<file path="src/hw/spp_defines.vh">
// constants for the setpoint source and ramped potentiometer block
// Overview of operation
// - command source 2 digital inputs, 6 fieldbus
// - setpoint select 0,1,2,3,6,7 decoded
// - sum selections add two sources
// - raise/lower move output continuously
// - ramp-up time zero to max, 10 s
// - ramp-down time max to zero, 10 s
// - switch-on loads start value, default 0
// - config bit0 keeps setpoint across switch-off
// - auto mode bit1 selects ramp or jump
// - manual mode ramps unless the ramp time is zero
// - config bit2 enables initial rounding
// - config bit3 power-fail store with bit0
// - config resets to binary 0110
// - output clamped between min and max
// - swap signal exchanges min and max
// - manual/auto signal selects auto setpoint
// - accept signal loads preset value
// - raise/lower routable, unconnected by default
// - input function 1 on, 13 raise, 14 lower
`ifndef SPP_DEFINES_VH
`define SPP_DEFINES_VH
`define SPP_REG_CMD_SRC 8'h00
`define SPP_REG_SP_SRC 8'h04
`define SPP_REG_CONFIG 8'h08
`define SPP_REG_UP_TIME 8'h0c
`define SPP_REG_DN_TIME 8'h10
`define SPP_REG_START 8'h14
`define SPP_REG_MAX 8'h18
`define SPP_REG_MIN 8'h1c
`define SPP_REG_ROUTE 8'h20
`define SPP_REG_DI_FUNC 8'h24
`define SPP_REG_MAX_SPEED 8'h28
`define SPP_REG_PRESET 8'h2c
`define SPP_REG_STATUS 8'h30
`define SPP_REG_SETPOINT 8'h34
`define SPP_CFG_KEEP 0
`define SPP_CFG_AUTO_RAMP 1
`define SPP_CFG_ROUND 2
`define SPP_CFG_PF_STORE 3
`define SPP_CFG_RESET 4'h6
`define SPP_RAMP_TIME_RESET 16'h000a
`define SPP_START_RESET 16'h0000
`define SPP_LIMIT_RESET 16'h0000
`define SPP_MAX_SPEED_RESET 16'h05dc
`define SPP_CMD_DI 4'h2
`define SPP_CMD_BUS 4'h6
`define SPP_SP_NONE 4'h0
`define SPP_SP_POT 4'h1
`define SPP_SP_ANA 4'h2
`define SPP_SP_FIXED 4'h3
`define SPP_SP_BUS 4'h6
`define SPP_SP_ANA2 4'h7
`define SPP_SP_BUS_ANA 4'h8
`define SPP_SP_POT_ANA 4'h9
`define SPP_SP_BUS_POT 4'ha
`define SPP_FN_ON 8'h01
`define SPP_FN_RAISE 8'h0d
`define SPP_FN_LOWER 8'h0e
`define SPP_CLK_HZ 100000000
`define SPP_TICK_US 1000
`define SPP_TICK_CYCLES ((`SPP_CLK_HZ / 1000000) * `SPP_TICK_US)
`define SPP_ROUND_TICKS 8'd200
`define SPP_SRC_OFF 3'h0
`define SPP_SRC_DI0 3'h1
`define SPP_SRC_DI1 3'h2
`define SPP_SRC_DI2 3'h3
`define SPP_SRC_BUS0 3'h4
`define SPP_SRC_BUS1 3'h5
`define SPP_SRC_PANEL 3'h6
`define SPP_SRC_ONE 3'h7
`endif

</file>
<file path="src/hw/spp_setpoint_pot.v">
// setpoint source selection and ramped potentiometer
`timescale 1ns/1ns
`default_nettype none
`include "spp_defines.vh"
module spp_setpoint_pot #(
	parameter TICK_CYCLES = `SPP_TICK_CYCLES
) (
	// clock and reset
	input wire ref_clk,
	input wire resetn,
	// wishbone slave
	input wire wb_cyc_i,
	input wire wb_stb_i,
	input wire wb_we_i,
	input wire [7:0] wb_adr_i,
	input wire [3:0] wb_sel_i,
	input wire [31:0] wb_dat_i,
	output reg [31:0] wb_dat_o,
	output reg wb_ack_o,
	// digital input pins
	input wire [2:0] din,
	// fieldbus control word bits and setpoint
	input wire [1:0] bus_ctrl,
	input wire bus_on,
	input wire signed [15:0] bus_setpoint,
	// operator panel keys
	input wire panel_raise,
	input wire panel_lower,
	// other setpoint sources
	input wire signed [15:0] ana_setpoint,
	input wire signed [15:0] ana2_setpoint,
	input wire signed [15:0] fixed_setpoint,
	input wire signed [15:0] auto_setpoint,
	// non-volatile store
	input wire signed [15:0] nv_value,
	input wire nv_valid,
	output reg nv_write,
	output reg signed [15:0] nv_data,
	// to setpoint processing
	output reg motor_on,
	output reg signed [15:0] speed_setpoint,
	output reg signed [15:0] pot_out
);

////////////////////////////////////////////////////////////////
reg [3:0] command_source_select;
reg [3:0] setpoint_source_select;
reg [3:0] ramped_pot_config;
reg [15:0] ramp_up_time;
reg [15:0] ramp_down_time;
reg signed [15:0] pot_start_value;
reg signed [15:0] pot_max_limit;
reg signed [15:0] pot_min_limit;
reg [2:0] raise_signal_source;
reg [2:0] lower_signal_source;
reg [2:0] limit_swap_source;
reg [2:0] manual_auto_source;
reg [2:0] preset_accept_source;
reg [7:0] input0_function;
reg [7:0] input1_function;
reg [7:0] input2_function;
reg [15:0] maximum_speed;
reg signed [15:0] preset_value;
reg [2:0] din_meta;
reg [2:0] din_sync;
reg [1:0] key_meta;
reg [1:0] key_sync;
reg signed [15:0] saved_sp;
reg on_prev;
reg [31:0] tick_cnt;
reg tick;
reg [31:0] acc;
reg [7:0] round_cnt;
reg accept_prev;

////////////////////////////////////////////////////////////////
// signal routing: off, pins, bus bits, panel, constant one
function route;
	input [2:0] sel;
	input [2:0] pins;
	input [1:0] busb;
	input pnl;
	begin
		case (sel)
			`SPP_SRC_OFF: route = 1'b0;
			`SPP_SRC_DI0: route = pins[0];
			`SPP_SRC_DI1: route = pins[1];
			`SPP_SRC_DI2: route = pins[2];
			`SPP_SRC_BUS0: route = busb[0];
			`SPP_SRC_BUS1: route = busb[1];
			`SPP_SRC_PANEL: route = pnl;
			default: route = 1'b1;
		endcase
	end
endfunction

// true when any high digital input carries the given function code
function di_has;
	input [7:0] code;
	input [2:0] pins;
	input [7:0] f0;
	input [7:0] f1;
	input [7:0] f2;
	begin
		di_has = (pins[0] && f0 == code) || (pins[1] && f1 == code) ||
			(pins[2] && f2 == code);
	end
endfunction

function signed [15:0] sat_add;
	input signed [15:0] a;
	input signed [15:0] b;
	reg signed [16:0] s;
	begin
		s = {a[15], a} + {b[15], b};
		if (s > 17'sd32767)
			sat_add = 16'sh7fff;
		else if (s < -17'sd32768)
			sat_add = 16'sh8000;
		else
			sat_add = s[15:0];
	end
endfunction

////////////////////////////////////////////////////////////////
// pins and panel keys cross into ref_clk through two flops
always @(posedge ref_clk) begin
	din_meta <= din;
	din_sync <= din_meta;
	key_meta <= {panel_lower, panel_raise};
	key_sync <= key_meta;
end

wire di_on = di_has(`SPP_FN_ON, din_sync, input0_function, input1_function,
	input2_function);
wire di_raise = di_has(`SPP_FN_RAISE, din_sync, input0_function, input1_function,
	input2_function);
wire di_lower = di_has(`SPP_FN_LOWER, din_sync, input0_function, input1_function,
	input2_function);

reg next_on;
always @* begin
	case (command_source_select)
		`SPP_CMD_DI: next_on = di_on;
		`SPP_CMD_BUS: next_on = bus_on;
		default: next_on = 1'b0;
	endcase
end

// unconnected sources read 0, so raise/lower stay idle by default
wire raise = route(raise_signal_source, din_sync, bus_ctrl, key_sync[0]) |
	(command_source_select == `SPP_CMD_DI && di_raise);
wire lower = route(lower_signal_source, din_sync, bus_ctrl, key_sync[1]) |
	(command_source_select == `SPP_CMD_DI && di_lower);
wire swap = route(limit_swap_source, din_sync, bus_ctrl, 1'b0);
wire auto_mode = route(manual_auto_source, din_sync, bus_ctrl, 1'b0);
wire accept = route(preset_accept_source, din_sync, bus_ctrl, 1'b0);

wire signed [15:0] lim_hi = swap ? pot_min_limit : pot_max_limit;
wire signed [15:0] lim_lo = swap ? pot_max_limit : pot_min_limit;

function signed [15:0] clamp;
	input signed [15:0] v;
	input signed [15:0] hi;
	input signed [15:0] lo;
	begin
		if (v > hi)
			clamp = hi;
		else if (v < lo)
			clamp = lo;
		else
			clamp = v;
	end
endfunction

////////////////////////////////////////////////////////////////
// millisecond tick; ramp steps in rpm per tick accumulated in 1/65536
always @(posedge ref_clk) begin
	if (!resetn || tick_cnt >= TICK_CYCLES - 1) begin
		tick_cnt <= 32'h00000000;
		tick <= resetn;
	end else begin
		tick_cnt <= tick_cnt + 32'h00000001;
		tick <= 1'b0;
	end
end

wire manual_ramp = !auto_mode;
wire use_ramp = manual_ramp || ramped_pot_config[`SPP_CFG_AUTO_RAMP];
wire moving = auto_mode ? (auto_setpoint != pot_out) : (raise ^ lower);
wire going_up = auto_mode ? (auto_setpoint > pot_out) : raise;
wire [15:0] cur_time = going_up ? ramp_up_time : ramp_down_time;
// step = max_speed*65536/(time_s*1000); zero time means jump
wire [31:0] full_step = ({maximum_speed, 16'h0000}) /
	({16'h0000, (cur_time == 16'h0000 ? 16'h0001 : cur_time)} * 32'd1000);
// initial rounding: step grows linearly over the first ticks of a press
wire [31:0] step = (ramped_pot_config[`SPP_CFG_ROUND] && round_cnt < `SPP_ROUND_TICKS) ?
	(full_step * {24'h000000, round_cnt}) / {24'h000000, `SPP_ROUND_TICKS} :
	full_step;
wire [31:0] next_acc = acc + step;
wire signed [15:0] delta = {1'b0, next_acc[30:16]};

reg signed [15:0] next_pot;
always @* begin
	next_pot = pot_out;
	if (auto_mode && (!use_ramp || cur_time == 16'h0000))
		next_pot = auto_setpoint;
	else if (moving && !auto_mode && cur_time == 16'h0000)
		next_pot = raise ? lim_hi : lim_lo;
	else if (moving && going_up) begin
		next_pot = sat_add(pot_out, delta);
		if (auto_mode && next_pot > auto_setpoint)
			next_pot = auto_setpoint;
	end else if (moving) begin
		next_pot = sat_add(pot_out, -delta);
		if (auto_mode && next_pot < auto_setpoint)
			next_pot = auto_setpoint;
	end
end

wire keep = ramped_pot_config[`SPP_CFG_KEEP];
wire pf_store = keep && ramped_pot_config[`SPP_CFG_PF_STORE];

always @(posedge ref_clk) begin
	if (!resetn) begin
		pot_out <= `SPP_START_RESET;
		saved_sp <= `SPP_START_RESET;
		on_prev <= 1'b0;
		motor_on <= 1'b0;
		acc <= 32'h00000000;
		round_cnt <= 8'h00;
		accept_prev <= 1'b0;
		nv_write <= 1'b0;
		nv_data <= 16'sh0000;
	end else begin
		motor_on <= next_on;
		on_prev <= next_on;
		accept_prev <= accept;
		nv_write <= 1'b0;
		if (accept && !accept_prev) begin
			pot_out <= clamp(preset_value, lim_hi, lim_lo);
		end else if (next_on && !on_prev) begin
			if (keep)
				pot_out <= clamp(saved_sp, lim_hi, lim_lo);
			else
				pot_out <= clamp(pot_start_value, lim_hi, lim_lo);
			acc <= 32'h00000000;
			round_cnt <= 8'h00;
		end else if (!next_on && on_prev) begin
			saved_sp <= pot_out;
			nv_write <= pf_store;
			nv_data <= pot_out;
		end else if (next_on && tick) begin
			pot_out <= clamp(next_pot, lim_hi, lim_lo);
			acc <= {16'h0000, next_acc[15:0]};
			if (!moving)
				round_cnt <= 8'h00;
			else if (round_cnt != 8'hff)
				round_cnt <= round_cnt + 8'h01;
		end
		if (pf_store && nv_valid && !motor_on && !on_prev)
			saved_sp <= nv_value;
	end
end

////////////////////////////////////////////////////////////////
reg signed [15:0] next_speed;
always @* begin
	case (setpoint_source_select)
		`SPP_SP_NONE: next_speed = 16'sh0000;
		`SPP_SP_POT: next_speed = pot_out;
		`SPP_SP_ANA: next_speed = ana_setpoint;
		`SPP_SP_FIXED: next_speed = fixed_setpoint;
		`SPP_SP_BUS: next_speed = bus_setpoint;
		`SPP_SP_ANA2: next_speed = ana2_setpoint;
		`SPP_SP_BUS_ANA: next_speed = sat_add(bus_setpoint, ana_setpoint);
		`SPP_SP_POT_ANA: next_speed = sat_add(pot_out, ana_setpoint);
		`SPP_SP_BUS_POT: next_speed = sat_add(bus_setpoint, pot_out);
		default: next_speed = 16'sh0000;
	endcase
end

always @(posedge ref_clk) begin
	if (!resetn)
		speed_setpoint <= 16'sh0000;
	else
		speed_setpoint <= next_speed;
end

////////////////////////////////////////////////////////////////
// wishbone: ack one cycle after strobe, dropped the next cycle
wire wb_req = wb_cyc_i && wb_stb_i && !wb_ack_o;
wire wb_wr = wb_req && wb_we_i && wb_sel_i[0];
wire wb_wr_hi = wb_req && wb_we_i && wb_sel_i[1];

always @(posedge ref_clk) begin
	if (!resetn) begin
		wb_ack_o <= 1'b0;
		wb_dat_o <= 32'h00000000;
		command_source_select <= `SPP_CMD_DI;
		setpoint_source_select <= `SPP_SP_POT;
		ramped_pot_config <= `SPP_CFG_RESET;
		ramp_up_time <= `SPP_RAMP_TIME_RESET;
		ramp_down_time <= `SPP_RAMP_TIME_RESET;
		pot_start_value <= `SPP_START_RESET;
		pot_max_limit <= `SPP_LIMIT_RESET;
		pot_min_limit <= `SPP_LIMIT_RESET;
		raise_signal_source <= `SPP_SRC_OFF;
		lower_signal_source <= `SPP_SRC_OFF;
		limit_swap_source <= `SPP_SRC_OFF;
		manual_auto_source <= `SPP_SRC_OFF;
		preset_accept_source <= `SPP_SRC_OFF;
		input0_function <= `SPP_FN_ON;
		input1_function <= 8'h00;
		input2_function <= 8'h00;
		maximum_speed <= `SPP_MAX_SPEED_RESET;
		preset_value <= 16'sh0000;
	end else begin
		wb_ack_o <= wb_req;
		if (wb_wr) begin
			case (wb_adr_i)
				`SPP_REG_CMD_SRC: command_source_select <= wb_dat_i[3:0];
				`SPP_REG_SP_SRC: setpoint_source_select <= wb_dat_i[3:0];
				`SPP_REG_CONFIG: ramped_pot_config <= wb_dat_i[3:0];
				`SPP_REG_UP_TIME: ramp_up_time[7:0] <= wb_dat_i[7:0];
				`SPP_REG_DN_TIME: ramp_down_time[7:0] <= wb_dat_i[7:0];
				`SPP_REG_START: pot_start_value[7:0] <= wb_dat_i[7:0];
				`SPP_REG_MAX: pot_max_limit[7:0] <= wb_dat_i[7:0];
				`SPP_REG_MIN: pot_min_limit[7:0] <= wb_dat_i[7:0];
				`SPP_REG_ROUTE: begin
					raise_signal_source <= wb_dat_i[2:0];
					lower_signal_source <= wb_dat_i[6:4];
				end
				`SPP_REG_DI_FUNC: input0_function <= wb_dat_i[7:0];
				`SPP_REG_MAX_SPEED: maximum_speed[7:0] <= wb_dat_i[7:0];
				`SPP_REG_PRESET: preset_value[7:0] <= wb_dat_i[7:0];
				default: ;
			endcase
		end
		if (wb_wr_hi) begin
			case (wb_adr_i)
				`SPP_REG_UP_TIME: ramp_up_time[15:8] <= wb_dat_i[15:8];
				`SPP_REG_DN_TIME: ramp_down_time[15:8] <= wb_dat_i[15:8];
				`SPP_REG_START: pot_start_value[15:8] <= wb_dat_i[15:8];
				`SPP_REG_MAX: pot_max_limit[15:8] <= wb_dat_i[15:8];
				`SPP_REG_MIN: pot_min_limit[15:8] <= wb_dat_i[15:8];
				`SPP_REG_ROUTE: begin
					limit_swap_source <= wb_dat_i[10:8];
					manual_auto_source <= wb_dat_i[14:12];
				end
				`SPP_REG_DI_FUNC: input1_function <= wb_dat_i[15:8];
				`SPP_REG_MAX_SPEED: maximum_speed[15:8] <= wb_dat_i[15:8];
				`SPP_REG_PRESET: preset_value[15:8] <= wb_dat_i[15:8];
				default: ;
			endcase
		end
		if (wb_req && wb_we_i && wb_sel_i[2]) begin
			if (wb_adr_i == `SPP_REG_ROUTE)
				preset_accept_source <= wb_dat_i[18:16];
			if (wb_adr_i == `SPP_REG_DI_FUNC)
				input2_function <= wb_dat_i[23:16];
		end
		// unmapped reads return zero, writes ignored
		if (wb_req && !wb_we_i) begin
			case (wb_adr_i)
				`SPP_REG_CMD_SRC: wb_dat_o <= {28'h0000000, command_source_select};
				`SPP_REG_SP_SRC: wb_dat_o <= {28'h0000000, setpoint_source_select};
				`SPP_REG_CONFIG: wb_dat_o <= {28'h0000000, ramped_pot_config};
				`SPP_REG_UP_TIME: wb_dat_o <= {16'h0000, ramp_up_time};
				`SPP_REG_DN_TIME: wb_dat_o <= {16'h0000, ramp_down_time};
				`SPP_REG_START: wb_dat_o <= {16'h0000, pot_start_value};
				`SPP_REG_MAX: wb_dat_o <= {16'h0000, pot_max_limit};
				`SPP_REG_MIN: wb_dat_o <= {16'h0000, pot_min_limit};
				`SPP_REG_ROUTE: wb_dat_o <= {13'h0, preset_accept_source, 1'b0,
					manual_auto_source, 1'b0, limit_swap_source, 1'b0,
					lower_signal_source, 1'b0, raise_signal_source};
				`SPP_REG_DI_FUNC: wb_dat_o <= {8'h00, input2_function,
					input1_function, input0_function};
				`SPP_REG_MAX_SPEED: wb_dat_o <= {16'h0000, maximum_speed};
				`SPP_REG_PRESET: wb_dat_o <= {16'h0000, preset_value};
				`SPP_REG_STATUS: wb_dat_o <= {26'h0, auto_mode, swap, lower,
					raise, on_prev, motor_on};
				`SPP_REG_SETPOINT: wb_dat_o <= {speed_setpoint, pot_out};
				default: wb_dat_o <= 32'h00000000;
			endcase
		end
	end
end

endmodule
`default_nettype wire

</file>
<file path="config.mk">
export PLATFORM = sky130hd
export DESIGN_NAME = spp_setpoint_pot
export DESIGN_NICKNAME = d
export VERILOG_FILES = /design/src/hw/spp_setpoint_pot.v
export VERILOG_INCLUDE_DIRS = /design/src /design/src/hw
export SDC_FILE = /design/constraint.sdc
export NUM_CORES = 2
export LEC_CHECK = 0
export BUFFER_PORTS_ARGS = -buffer_cell sky130_fd_sc_hd__buf_2
export CORE_MARGIN = 2
export CORE_UTILIZATION = 35
export DETAILED_ROUTE_END_ITERATION = 7
export GPL_TIMING_DRIVEN = 1
export RECOVER_POWER = 25
export REMOVE_ABC_BUFFERS = 1
export SLEW_MARGIN = 20
export SYNTH_ARGS = -nofsm -noshare
export SYNTH_HDL_FRONTEND = slang
export SYNTH_SLANG_ARGS = --single-unit
</file>
<file path="constraint.sdc">
create_clock -name ref_clk -period 269 [get_ports ref_clk]
set_input_delay 40.35 -clock ref_clk [delete_from_list [all_inputs] [get_ports ref_clk]]
set_output_delay 40.35 -clock ref_clk [all_outputs]
set_load 0.01 [all_outputs]
</file>
==> out/metrics.cfg <==
[run_status]
outcome=finished, violations left
violations=capacitance limit, slew limit

[setup_path]
critical-path-max-stage-delay_ns=0.87
cp-end-kind=flop
arrival_ns=185.94
cp-start-kind=input pin
worst-endpoint-required_ns=269.50
cp.buffers_inverters=37
criticalPathCategory=in -> reg
slowest_stage=a21oi_1
path_common_cell=o21a_1
critical-path-top-delay-family=compound AO/OA/AOI/OAI gates
critical_path_peak_fanout=52

[clock_network]
cts_tree=built
cts_buffers=41
postCtsHoldBufs=0
cts_root_buffer=clkbuf_16
clkSinkCount=330
cts_setup_buffers=0
cts_max_path_buffers=3
worstSkewPairLatency_ns=0.64
htree_levels=2
cts_resized=0
clk_pin_slew_ns=0.06

[detailed_routing]
wl_mm=209
wl_per_cell_um=20.3
ant_nets=0
viasPerCell=5.82
drt_pass1_iterations=6
drc_errors=0
dr.first_iter.drc_count=4531
num_vias=59800

[timing]
finClkSkew_ns=0.0307
maxSlewHeadroom_pct=-132
maxSlewViolCount=133
hold_viol_final=0
period_minus_slack_ns=185.43
min_period_over_period_pct=68.9
worst_pin_slew_ns=3.46
worst_slack_ns=83.57
max_freq_mhz=5.39
rsz0062_at_grt=no
tns_ns=0
finalSetupViolCount=0

[placed_design]
pre_cts_slack_ns=83.96
dp_hpwl_mm=161
portBuffers=227
place_area_sq_um=63300
gp_congestion=0.952

[finish]
fin_nets=9154
area_growth_syn_to_layout_pct=9.05
drive_gt1_share_pct=8.58
final_cell_area_sq_um=64700
reg_top3=tick_cnt (32), wb_dat_o (32)

[floorplanning]
core_area_sq_um=169000
start_util_pct=35.1
die_w_um=416
std_cell_rows=151
die_area_sq_um=173000
ioPinCount=237
die_h_um=416

[grt]
overflow=0
track_usage_pct=23.3
antenna_found_initial=22
grt_pass1_wl_mm=327
grt_max_degree=85
grt_pass1_vias=58200

[job]
drv_cap=2

[yosys]
synth_area_sq_um=59300
yosysWarnings=0
synth_edf_count=0
synth_cell_type_count=134
synth-seq-cells=330
syn_avg_cell_area_sq_um=7.47
ys.flop_type=dfxtp_1
synthCells=7946
ys_seq_area_share_pct=11.1
async_reset_ff_share_pct=0

[worst_hold_path]
hold_class=reg -> reg

-- placed cells by master, fill, tap and decap left out, types with 28 or more instances in the layout --
cell type and count:
nor3_1 199, xor2_1 129, xnor2_1 272, buf_2 159, clkbuf_1 74, fa_1 217, nand4_1 87, nand2b_1 168
dfxtp_1 330, clkbuf_16 41, o211ai_1 64, o21a_1 169, mux2i_1 131, a221oi_1 45, a22o_1 28, nor2b_1 102
a222oi_1 34, buf_4 141, nor2_1 708, a31oi_1 51, mux2_2 143, nand3_1 228, nor4_1 37, o31ai_1 94
ha_1 765, inv_1 427, or2_2 33, a211oi_1 79, a21o_1 296, and3_1 48, a21oi_1 747, and2_1 118
nand2_1 760, or3_1 50, o21bai_1 76, a22oi_1 73, o21ai_0 407
-- synth_stat cells, types with 50 or more instances --
| cell | instances | area share [%] |
|---|---|---|
| nor2b_1 | 104 | 1.1 |
| nand4_1 | 87 | 0.92 |
| clkbuf_1 | 312 | 2.0 |
| and3_1 | 50 | 0.53 |
| nand2b_1 | 168 | 1.8 |
| o211ai_1 | 64 | 0.81 |
| dfxtp_1 | 330 | 11 |
| and2_1 | 118 | 1.2 |
| o21bai_1 | 76 | 0.96 |
| a21o_1 | 296 | 3.7 |
| nand3_1 | 228 | 1.9 |
| fa_1 | 217 | 7.3 |
| a22oi_1 | 73 | 0.92 |
| o21ai_0 | 410 | 3.5 |
| nor3_1 | 203 | 1.7 |
| nand2_1 | 760 | 4.8 |
| or3_1 | 50 | 0.53 |
| xnor2_1 | 277 | 4.1 |
| o31ai_1 | 94 | 1.2 |
| mux2i_1 | 133 | 2.2 |
| a21oi_1 | 753 | 6.4 |
| xor2_1 | 132 | 1.9 |
| mux2_2 | 143 | 2.7 |
| ha_1 | 765 | 16 |
| a211oi_1 | 79 | 1.0 |
| nor2_1 | 721 | 4.6 |
| o21a_1 | 169 | 2.1 |
| a31oi_1 | 52 | 0.55 |
| inv_1 | 428 | 2.7 |
-- per-stage QoR --
stage	hold slack (ns)	utilization, %	instances
after floorplan	0.310	-	7603
after global placement	0.316	37.5	10200
after detailed placement	0.315	37.5	10200
after CTS	0.329	38.3	10300
after global routing	0.337	38.3	10300
final	0.327	38.3	10300
-- cells by family (layout without fill, tap and decap cells) --
family | after synthesis | after routing | share of synthesized area (%)
adder cells (fa/ha/maj) | 986 | 986 | 23.5
AO/OA/AOI/OAI | 2470 | 2470 | 27.4
multiplexers | 284 | 284 | 5.21
flip-flops | 330 | 330 | 11.1
AND/OR/NAND/NOR | 2669 | 2669 | 21.5
other | 1 | 27 | 0.00632
XOR/XNOR | 413 | 413 | 6.18
buffers and inverters | 793 | 883 | 5.08
-- worst paths after layout --
kind                 end                      from  cells past startpoint  slack [ns]
max           pot_out[7]               bus_ctrl[1]                    665       83.57
min          din_sync[0]               din_meta[0]                      0        0.33
max reg2reg   pot_out[7]  command_source_select[2]                    664      122.66
min reg2reg  din_sync[0]               din_meta[0]                      0        0.33
-- layout make-up --
cell class	instances	area [sq um]
timing repair buffer	372	2140
tap	2218	2780
inverter	436	1640
fill	17600	104000
clock buffer	50	1100
sequential	330	6610
clock inverter	25	373
multi-input combinational	6837	50000
antenna	12	30.0
-- layer usage --
metal | vias up | GRT usage, % | share of wire (%)
li1 | 29000 | - | -
met1 | 28400 | 29.6 | 42
met2 | 2036 | 39.4 | 46
met3 | 404 | 3.50 | 6.7
met4 | 16 | 9.45 | 4.7
met5 | - | 0 | 0.053
Power is not shown: default switching activity piles up to over one toggle a cycle in this logic, so the estimate is an artifact.
